### src/rtl/itc_defs.svh
// Register addresses, field positions and reset values of the interval timer.
`ifndef ITC_DEFS_SVH
`define ITC_DEFS_SVH

`define ITC_ADDR_SUPPLY    20'hf00f3
`define ITC_ADDR_LOW       20'hfff90
`define ITC_ADDR_HIGH      20'hfff91

`define ITC_SUPPLY_BIT     4
`define ITC_RUN_BIT        7
`define ITC_CMPH_MSB       3

`define ITC_SUPPLY_RST     8'h00
`define ITC_LOW_RST        8'hff
`define ITC_HIGH_RST       8'h0f

`endif

### src/rtl/itc_pkg.sv
// Types shared by the interval timer modules.
package itc_pkg;

   typedef enum logic [1:0] {
      ITC_SEL_NONE   = 2'b00,
      ITC_SEL_SUPPLY = 2'b01,
      ITC_SEL_LOW    = 2'b10,
      ITC_SEL_HIGH   = 2'b11
   } itc_sel_t;

   typedef logic [11:0] itc_cnt_t;

endpackage : itc_pkg

### src/rtl/itc_tick.sv
// Count clock edge detector that turns the slow oscillator into one-cycle ticks.
`timescale 1ns/1ns
module itc_tick (
   input  wire logic mclk,
   input  wire logic reset,
   input  wire logic osc_clk,
   input  wire logic supply_en,
   output logic      tick_r
);

   logic osc_prev_r;

   always_ff @(posedge mclk) begin
      if (reset) begin
         osc_prev_r <= 1'b0;
      end else begin
         osc_prev_r <= osc_clk;
      end
   end

   // The previous level keeps following the pin while gated, so re-enabling makes no false edge.
   always_ff @(posedge mclk) begin
      if (reset) begin
         tick_r <= 1'b0;
      end else begin
         tick_r <= supply_en & osc_clk & ~osc_prev_r;
      end
   end

endmodule : itc_tick

### src/rtl/itc_timer.sv
// Twelve-bit interval timer with its count clock supply and control registers.
// How it works
// - Count clock ticks only while the supply select bit is one.
// - Supply select sits at bit four; other bits read zero; resets to zero.
// - Reset loads high register with 0f and low register with ff.
// - Run enable at bit seven; zero stops and clears the counter.
// - Interrupt every compare plus one count clocks; compare zero is forbidden.
// - Run enable reads back as one only after one count clock.
// - One high register write updates compare high bits and run enable together.
// - Registers are written as whole bytes only.
// - On match the counter clears, keeps counting and pulses the interrupt.
// - With the clock gate low the low and high registers reset and ignore writes.
`timescale 1ns/1ns
`include "itc_defs.svh"
module itc_timer #(
   parameter int ADDR_W = 20
) (
   input  wire logic              mclk,
   input  wire logic              reset,
   input  wire logic [ADDR_W-1:0] cpu_addr,
   input  wire logic [7:0]        cpu_wdata,
   input  wire logic              cpu_we,
   input  wire logic              cpu_re,
   output logic      [7:0]        cpu_rdata_r,
   input  wire logic              timer_clock_gate,
   input  wire logic              low_speed_osc_clock,
   output logic                   interval_irq_r
);

   localparam logic [7:0] SUPPLY_RST = `ITC_SUPPLY_RST;
   localparam logic [7:0] LOW_RST    = `ITC_LOW_RST;
   localparam logic [7:0] HIGH_RST   = `ITC_HIGH_RST;

   function automatic itc_pkg::itc_sel_t itc_decode(input logic [ADDR_W-1:0] addr);
      itc_pkg::itc_sel_t sel;
      sel = itc_pkg::ITC_SEL_NONE;
      if (addr == ADDR_W'(`ITC_ADDR_SUPPLY)) begin
         sel = itc_pkg::ITC_SEL_SUPPLY;
      end else if (addr == ADDR_W'(`ITC_ADDR_LOW)) begin
         sel = itc_pkg::ITC_SEL_LOW;
      end else if (addr == ADDR_W'(`ITC_ADDR_HIGH)) begin
         sel = itc_pkg::ITC_SEL_HIGH;
      end
      return sel;
   endfunction : itc_decode

   itc_pkg::itc_sel_t sel;
   logic              count_clock_supply_sel_r;
   itc_pkg::itc_cnt_t compare_value_r;
   logic              run_enable_wr_r;
   logic              run_enable_r;
   itc_pkg::itc_cnt_t count_r;
   logic              tick;
   logic              match;
   logic              wr_supply;
   logic              wr_low;
   logic              wr_high;
   logic              timer_hold;
   logic [7:0]        rd_supply;
   logic [7:0]        rd_high;

   assign sel        = itc_decode(cpu_addr);
   assign timer_hold = reset | ~timer_clock_gate;
   // Every write carries a full byte; there is no bit-level write path.
   assign wr_supply  = cpu_we & (sel == itc_pkg::ITC_SEL_SUPPLY);
   assign wr_low     = cpu_we & (sel == itc_pkg::ITC_SEL_LOW) & timer_clock_gate;
   assign wr_high    = cpu_we & (sel == itc_pkg::ITC_SEL_HIGH) & timer_clock_gate;
   assign match      = (count_r == compare_value_r);

   itc_tick u_tick (
      .mclk      (mclk),
      .reset     (reset),
      .osc_clk   (low_speed_osc_clock),
      .supply_en (count_clock_supply_sel_r),
      .tick_r    (tick)
   );

   // The supply register survives the clock gate so the count source can be chosen first.
   always_ff @(posedge mclk) begin
      if (reset) begin
         count_clock_supply_sel_r <= SUPPLY_RST[`ITC_SUPPLY_BIT];
      end else if (wr_supply) begin
         count_clock_supply_sel_r <= cpu_wdata[`ITC_SUPPLY_BIT];
      end
   end

   always_ff @(posedge mclk) begin
      if (timer_hold) begin
         compare_value_r <= {HIGH_RST[`ITC_CMPH_MSB:0], LOW_RST};
      end else begin
         if (wr_low) begin
            compare_value_r[7:0] <= cpu_wdata;
         end
         if (wr_high) begin
            compare_value_r[11:8] <= cpu_wdata[`ITC_CMPH_MSB:0];
         end
      end
   end

   always_ff @(posedge mclk) begin
      if (timer_hold) begin
         run_enable_wr_r <= HIGH_RST[`ITC_RUN_BIT];
      end else if (wr_high) begin
         run_enable_wr_r <= cpu_wdata[`ITC_RUN_BIT];
      end
   end

   // Starting waits for a count clock edge; stopping acts on the next mclk edge, so a tick in that cycle still counts.
   always_ff @(posedge mclk) begin
      if (timer_hold) begin
         run_enable_r <= 1'b0;
      end else if (!run_enable_wr_r) begin
         run_enable_r <= 1'b0;
      end else if (tick) begin
         run_enable_r <= 1'b1;
      end
   end

   always_ff @(posedge mclk) begin
      if (timer_hold || !run_enable_r) begin
         count_r <= '0;
      end else if (tick) begin
         if (match) begin
            count_r <= '0;
         end else begin
            count_r <= count_r + 12'h001;
         end
      end
   end

   // A compare value of zero would fire on every tick; software must not program it.
   always_ff @(posedge mclk) begin
      if (timer_hold) begin
         interval_irq_r <= 1'b0;
      end else begin
         interval_irq_r <= run_enable_r & tick & match;
      end
   end

   always_comb begin
      rd_supply = 8'h00;
      rd_supply[`ITC_SUPPLY_BIT] = count_clock_supply_sel_r;
      rd_high = 8'h00;
      rd_high[`ITC_RUN_BIT] = run_enable_r;
      rd_high[`ITC_CMPH_MSB:0] = compare_value_r[11:8];
   end

   always_ff @(posedge mclk) begin
      if (reset) begin
         cpu_rdata_r <= 8'h00;
      end else if (cpu_re) begin
         case (sel)
            itc_pkg::ITC_SEL_SUPPLY: begin
               cpu_rdata_r <= rd_supply;
            end
            itc_pkg::ITC_SEL_LOW: begin
               cpu_rdata_r <= timer_clock_gate ? compare_value_r[7:0] : LOW_RST;
            end
            itc_pkg::ITC_SEL_HIGH: begin
               cpu_rdata_r <= timer_clock_gate ? rd_high : HIGH_RST;
            end
            default: begin
               cpu_rdata_r <= 8'h00;
            end
         endcase
      end
   end
endmodule : itc_timer

### config.mk
export PLATFORM = sky130hd
export DESIGN_NAME = itc_timer
export DESIGN_NICKNAME = d
export VERILOG_FILES = /design/src/rtl/itc_pkg.sv /design/src/rtl/itc_tick.sv /design/src/rtl/itc_timer.sv
export VERILOG_INCLUDE_DIRS = /design/src /design/src/rtl
export SDC_FILE = /design/constraint.sdc
export NUM_CORES = 1
export LEC_CHECK = 0
export BUFFER_PORTS_ARGS = -buffer_cell sky130_fd_sc_hd__buf_4
export CORE_MARGIN = 2
export CORE_UTILIZATION = 48
export DETAILED_ROUTE_END_ITERATION = 10
export GPL_ROUTABILITY_DRIVEN = 1
export PLACE_DENSITY = 0.75
export SLEW_MARGIN = 15
export SYNTH_ARGS = -nofsm -noshare
export SYNTH_HDL_FRONTEND = slang
export SYNTH_HIERARCHICAL = 1
export SYNTH_SLANG_ARGS = --single-unit
### constraint.sdc
create_clock -name mclk -period 1.6 [get_ports mclk]
set_input_delay 0.24 -clock mclk [delete_from_list [all_inputs] [get_ports mclk]]
set_output_delay 0.24 -clock mclk [all_outputs]
set_load 0.01 [all_outputs]
==> results of run 1 <==
==> kinds of logic (layout without fill, tap and decap cells) <==
group	Yosys count	after routing	share of synthesized area
simple gates	100	100	0.290
compound gates	16	16	0.0600
buf+inv	14	64	0.0283
xor+xnor	23	23	0.108
mux	18	18	0.0970
flops	38	38	0.410
fa+ha+maj	1	1	0.00674
==> cell type report <==
| cell class | instances | area (um2) | area share |
|---|---|---|---|
| sequential | 38 | 761 | 0.319 |
| clock inverter | 2 | 37.5 | 0.0157 |
| inverter | 5 | 18.8 | 0.00786 |
| multi-input combinational | 158 | 1050 | 0.442 |
| timing repair buffer | 51 | 383 | 0.160 |
| tap | 48 | 60.1 | 0.0252 |
| clock buffer | 6 | 72.6 | 0.0304 |
==> routing by layer <==
layer | wire length (um) | vias to the layer above | track usage
met2 | 2000 | 37 | 0.355
met4 | 93 | 0 | 0.0969
met5 | 0 | - | 0
met3 | 150 | 10 | 0.0528
met1 | 1980 | 766 | 0.281
li1 | - | 834 | -
==> through the flow <==
step	hold slack [ns]	setup WS, ns	instances
6_report	0.171	0.117	308
5_1_grt	0.173	0.0194	308
4_1_cts	0.169	0.111	308
3_5_place_dp	0.454	-0.200	300
3_3_place_gp	0.446	-0.173	300
2_1_floorplan	0.365	0.0171	210
==> critical path: stages <==
cell and delay [ns]:
buf_4 0.11, or4b_4 0.56, nor3_2 0.28, nand3_2 0.28, mux2i_1 0.19
==> sequential cells by signal, summed over array words and instances, names as in the netlist <==
name and cells:
run_enable_wr_r 1, compare_value_r 12, u_tick/tick_r 1, count_r 12
count_clock_supply_sel_r 1, run_enable_r 1, interval_irq_r 1, u_tick/osc_prev_r 1
cpu_rdata_r 8
==> synth_stat cells (2+ instances only) <==
cell type  instances  area, um2
a21oi_1            7       35.0
and2_1             2       12.5
and2b_1            2       15.0
and3_1             2       12.5
and4_1             2       17.5
clkbuf_1           9       33.8
dfxtp_1           38        761
inv_1              5       18.8
mux2i_1           18        180
nand2_1           17       63.8
nand3_1           11       55.1
nand3_2            2       20.0
nand4_1            8       50.1
nor2_1            26       97.6
nor3_1            18       90.1
nor4_1             2       12.5
nor4bb_1           2       20.0
o2111ai_1          2       17.5
o21ai_0            2       10.0
xnor2_1           20        175
xor2_1             3       26.3
==> power by group <==
part | internal, mW | leakage (nW) | switching (mW)
clock | 0.465 | 0.0514 | 0.350
combinational | 0.0726 | 0.612 | 0.0574
sequential | 0.947 | 0.307 | 0.000925
total | 1.48 | 0.971 | 0.408
==> path summary, 6_finish.rpt <==
path	endpoint	slack (ns)	cells after the start
hold reg to reg	run_enable_r	0.46	2
setup / recovery	compare_value_r[0]	0.12	5
hold / removal	u_tick/osc_prev_r	0.17	2
setup reg to reg	interval_irq_r	0.12	5
==> impl_metrics.py, run 1 <==
metrics = {
    "outcome": {
        "status": "completed",
    },
    "detailed_routing": {
        "routed_via_density": 5.35,
        "wl_um": 4220,
        "firstDrtPassIters": 4,
        "vias": 1647,
        "drtIter0Drc": 103,
        "drc": 0,
        "wl_per_cell_um": 13.7,
        "final_antenna_net_count": 0,
    },
    "placed_design": {
        "placed_area_mm2": 0.00228,
        "finalWeightedCongestion": 0.867,
        "numPortBuffers": 42,
        "hpwl_um": 3160,
    },
    "layout": {
        "drive_gt1_frac": 0.258,
        "fin_util": 0.647,
        "mostFrequentLayoutCell": "buf_4",
        "most-common-layout-cells": "51 x buf_4, 38 x dfxtp_1, 26 x nor2_1",
        "fill_cells": 345,
        "antenna_cells": 0,
        "final_area_mm2": 0.00239,
        "final_net_count": 294,
        "synthToLayoutAreaGrowth_pct": 28.6,
    },
    "floorplan": {
        "io_pins": 43,
        "start_util": 0.503,
        "dieArea_mm2": 0.00438,
        "row_count": 22,
        "core_mm2": 0.00369,
        "die_h_um": 66.2,
        "die_x_um": 66.2,
    },
    "logic_synthesis": {
        "ys_seq_area_frac": 0.410,
        "synth_area_mm2": 0.00186,
        "synthFlopType": "dfxtp_1",
        "synth.distinct_cells": 33,
        "synth-seq-cells": 38,
        "yosysWarningCount": 6,
        "syn-instance-count": 210,
        "async_flop_share": 0,
        "syn_avg_cell_area_um2": 8.84,
        "synth_fp_nets": 245,
        "synth-edff-count": 0,
    },
    "clocking": {
        "cts_buffers": 5,
        "clk_pin_slew_ns": 0.07,
        "clk_path_buf_depth": 2,
        "cts_resized": 0,
        "root_buffer": "clkbuf_8",
        "cts_tree": "yes",
        "h-tree-depth": 2,
        "cts_num_sinks": 38,
        "holdBufCountCts": 0,
        "clock_latency_ns": 0.29,
        "cts_setup_buffers": 0,
    },
    "timing": {
        "relSlewSlack": 0.731,
        "finalSetupViolations": 0,
        "fin_crit_sh": 0.927,
        "skew_ns": 0.00447,
        "rsz0062_at_grt": "false",
        "max_slew.worst_pin.slew_ns": 0.403,
        "drv_slew": 0,
        "final.setup.tns_ns": 0,
        "period_needed_ns": 1.48,
        "fmax_mhz": 674,
        "final-hold-violation-count": 0,
    },
    "global_routing": {
        "antenna_found_initial": 0,
        "grt_max_degree": 22,
        "grt_pass1_wl_um": 7420,
        "grt_overflow": 0,
        "grt_pass1_vias": 1653,
        "grtUsageTotal": 0.221,
    },
    "worst_hold_path": {
        "hold_class": "input pin to register",
        "hold_start": "low_speed_osc_clock",
    },
    "worst_setup_path": {
        "worstPathArrival_ns": 1.66,
        "crit_fanout": 8,
        "startpoint": "cpu_addr[1]",
        "setup.worst_path.start_class": "input pin",
        "crit_type": "input pin to register",
        "end_kind": "register",
        "worstReg2RegStart": "count_r[8]",
        "crit_required_ns": 1.78,
    },
    "power": {
        "power_mw": 1.89,
        "total_leakage_power_nw": 0.971,
        "peakVddDrop_mv": 0.362,
        "cellPowerDensity_mw_per_mm2": 793,
    },
    "flow_run": {
        "cap_violations": 0,
    },
}
Note: power is estimated with default switching activity, not from simulation.
==> inputs of run 2 (changes only) <==
--- a/config.mk
+++ b/config.mk
@@ -6,12 +6,14 @@
 export SDC_FILE = /design/constraint.sdc
 export NUM_CORES = 1
 export LEC_CHECK = 0
+export ABC_AREA = 1
 export BUFFER_PORTS_ARGS = -buffer_cell sky130_fd_sc_hd__buf_4
 export CORE_MARGIN = 2
-export CORE_UTILIZATION = 48
+export CORE_UTILIZATION = 49
 export DETAILED_ROUTE_END_ITERATION = 10
 export GPL_ROUTABILITY_DRIVEN = 1
 export PLACE_DENSITY = 0.75
+export SETUP_SLACK_MARGIN = 0.5
 export SLEW_MARGIN = 15
 export SYNTH_ARGS = -nofsm -noshare
 export SYNTH_HDL_FRONTEND = slang
==> run 2 against run 1 <==
  * Combinational power is essentially flat
  * Register-to-register slack gained 0.14 ns
  * Count of clock-buffer cells in the layout shrank 1
  * Utilization grew 6.1 points
  * Global-route usage grew 0.32 points
  * Sequential share of layout area shrank 3.9 points
  * Die area grew 11%
  * Critical path type is now register to register
  * Critical endpoint is now count_r[4]
  * Sequential power shrank 2%
  * Worst setup slack gained 0.14 ns
  * Highest routed layer unchanged
  * Maximum frequency grew 10%
  * Clock skew grew 0.0048 ns
==> impl_metrics.py, run 2 <==
metrics = {
    "logic_synthesis": {
        "async_flop_share": 0,
        "syn_avg_cell_area_um2": 6.22,
        "synth_top_family_by_area": "simple AND/OR/NAND/NOR gates",
        "synth-seq-cells": 38,
        "synth.distinct_cells": 25,
        "yosysWarningCount": 6,
        "synth_compound_area_frac": 0.0599,
        "synth_top_area_share": 0.361,
        "synthXorXnorAreaFrac": 0.0415,
        "synth-edff-count": 0,
        "synthAdderAreaFrac": 0.00593,
        "syn-instance-count": 339,
        "synth_area_mm2": 0.00211,
        "yosys-mux-area-fraction": 0,
        "ys_seq_area_frac": 0.361,
        "yosysMostFrequentCell": "nand2_1",
        "synth_fp_nets": 374,
        "synth.top_cells.by_area": "dfxtp_1 36%, nand2_1 21%, nor2_1 7.7%, inv_1 7.5%, nand3_1 6.4%",
        "synthFlopType": "dfxtp_1",
        "synthSimpleGateAreaFrac": 0.442,
        "synth_largest_area_cell": "dfxtp_1",
        "synth_common_cells": "117 x nand2_1, 43 x nor2_1, 42 x inv_1, 38 x dfxtp_1, 27 x nand3_1",
    },
    "layout": {
        "reg_top3": "compare_value_r (12), count_r (12), cpu_rdata_r (8)",
        "drive_gt1_frac": 0.346,
        "mostFrequentLayoutCell": "nand2_1",
        "most-common-layout-cells": "107 x nand2_1, 51 x buf_4, 38 x inv_1",
        "synthToLayoutAreaGrowth_pct": 36.4,
        "antenna_cells": 0,
        "final_area_mm2": 0.00288,
        "final_net_count": 430,
    },
    "worst_setup_path": {
        "path_buf_inv": 0,
        "max_stage_delay_ns": 0.37,
        "crit_type": "register to register",
        "critPathSlowestCell": "dfxtp_2",
        "end_kind": "register",
        "r2r_slack_ns": 0.25,
        "crit_path_cell_trace": "xor2_2, nor2_1, nand2_1, nor2_2, nand2_4, nand2_8, nor2_2",
        "worstPathArrival_ns": 1.53,
        "crit_required_ns": 1.78,
        "setup.worst_path.start_class": "register",
        "reg2reg_to": "count_r[4]",
        "worstReg2RegStart": "compare_value_r[9]",
        "crit_fanout": 5,
        "worst_r2r_path_depth": 7,
        "cp_common_cell": "nor2_2",
        "critPathTopFamily": "simple AND/OR/NAND/NOR gates",
    },
    "global_routing": {
        "antenna_found_initial": 0,
        "grt_pass1_wl_um": 8960,
        "grt_max_degree": 16,
        "grt_pass1_vias": 2097,
        "grtUsageTotal": 0.224,
        "grt_overflow": 0,
    },
    "worst_hold_path": {
        "hold_start": "cpu_wdata[5]",
        "min_path_cells": 3,
        "min_to": "compare_value_r[5]",
        "hold_class": "input pin to register",
    },
    "timing": {
        "whs_ns": 0.147,
        "drv_slew": 0,
        "fmax_mhz": 742,
        "fin_crit_sh": 0.842,
        "relSlewSlack": 0.704,
        "finalSetupViolations": 0,
        "fin_ws_ns": 0.253,
        "final-hold-violation-count": 0,
        "final.setup.tns_ns": 0,
        "max_slew.worst_pin.slew_ns": 0.443,
        "rsz0062_at_grt": "true",
        "period_needed_ns": 1.35,
        "skew_ns": 0.00925,
    },
    "clocking": {
        "h-tree-depth": 2,
        "clk_pin_slew_ns": 0.08,
        "clock_latency_ns": 0.29,
        "clk_path_buf_depth": 2,
        "cts_num_sinks": 38,
        "cts_buffers": 5,
        "root_buffer": "clkbuf_8",
        "holdBufCountCts": 0,
        "cts_tree": "yes",
    },
    "detailed_routing": {
        "routed_via_density": 5.12,
        "wl_per_cell_um": 12.5,
        "drc": 0,
        "wl_um": 5590,
        "vias": 2284,
        "drtIter0Drc": 176,
        "final_antenna_net_count": 0,
        "firstDrtPassIters": 4,
    },
    "power": {
        "power_mw": 1.72,
        "total_leakage_power_nw": 1.33,
        "peakVddDrop_mv": 0.482,
        "cellPowerDensity_mw_per_mm2": 596,
    },
    "placed_design": {
        "hpwl_um": 3910,
        "finalWeightedCongestion": 0.830,
        "pre_cts_ws_ns": 0.181,
        "numPortBuffers": 42,
        "placed_area_mm2": 0.00252,
    },
    "floorplan": {
        "core_mm2": 0.00406,
        "start_util": 0.520,
        "dieArea_mm2": 0.00484,
        "die_h_um": 69.6,
        "io_pins": 43,
        "row_count": 23,
        "die_x_um": 69.6,
    },
    "flow_run": {
        "cap_violations": 0,
    },
    "outcome": {
        "status": "completed",
    },
}
## run 2: cell types whose count changed in the layout (fill, tap and decap cells not counted), sizes merged, moves of 16 or more
cell / before / now
nand2: 17 / 122
inv: 5 / 45
nor2: 26 / 49
xnor2: 20 / 0
mux2i: 18 / 0
nand3: 13 / 29
nor3: 18 / 2
## run 2: worst reg2reg max path, stage by stage (launching register included)
cell     delay (ns)
dfxtp_2        0.37
xor2_2         0.20
nor2_1         0.14
nand2_1        0.09
nor2_2         0.14
nand2_4        0.13
nand2_8        0.13
nor2_2         0.04
## run 2: repair_timing
item	CTS	global route
buffers inserted	3	5
gates cloned	1	1
resized for setup	14	51
endpoints found under the setup margin	21	33
pin swaps	8	12
## run 2: layout make-up
class	instances	area [um2]
multi-input combinational	252	1350
fill	345	1180
sequential	38	805
timing repair buffer	51	383
inverter	46	179
clock buffer	5	68.8
tap	50	62.6
clock inverter	3	20.0
timing repair inverter	1	5.00
## run 2: kinds of logic after synthesis
logic type	count (synthesis)
simple gates	216
buf+inv	50
flops	38
compound gates	24
fa+ha+maj	1
xor+xnor	10
## run 2: report_power, final
| group | leakage [nW] | switching [mW] | internal (mW) | total (mW) |
|---|---|---|---|---|
| sequential | 0.309 | 0.000259 | 0.932 | 0.932 |
| combinational | 0.975 | 0.0636 | 0.0646 | 0.128 |
| clock | 0.0484 | 0.347 | 0.307 | 0.654 |
## run 2: metrics by stage
stage          std cells  utilization
3_3_place_gp         428        0.621
4_1_cts              440        0.660
5_1_grt              446        0.709
6_report             446        0.709
2_1_floorplan        339            -
3_5_place_dp         428        0.621
## run 2: metal layers
metal,share of wire,vias up,routed length [um],GRT usage
met4,0.026,0,144,0.0458
met3,0.078,24,438,0.0378
met1,0.42,1004,2340,0.300
li1,-,1164,-,-
met5,0,-,0,0
met2,0.48,92,2670,0.382
## run 2: worst max path at each step
stage	start	to	slack [ns]	cells past startpoint
2_1_floorplan	count_r[1]	count_r[10]	0.39	8
3_3_place_gp	cpu_addr[6]	compare_value_r[5]	0.20	10
3_5_place_dp	cpu_addr[6]	compare_value_r[2]	0.18	10
4_1_cts	count_r[2]	count_r[4]	0.37	7
5_1_grt	compare_value_r[9]	count_r[4]	0.12	7
6_report	compare_value_r[9]	count_r[4]	0.25	7
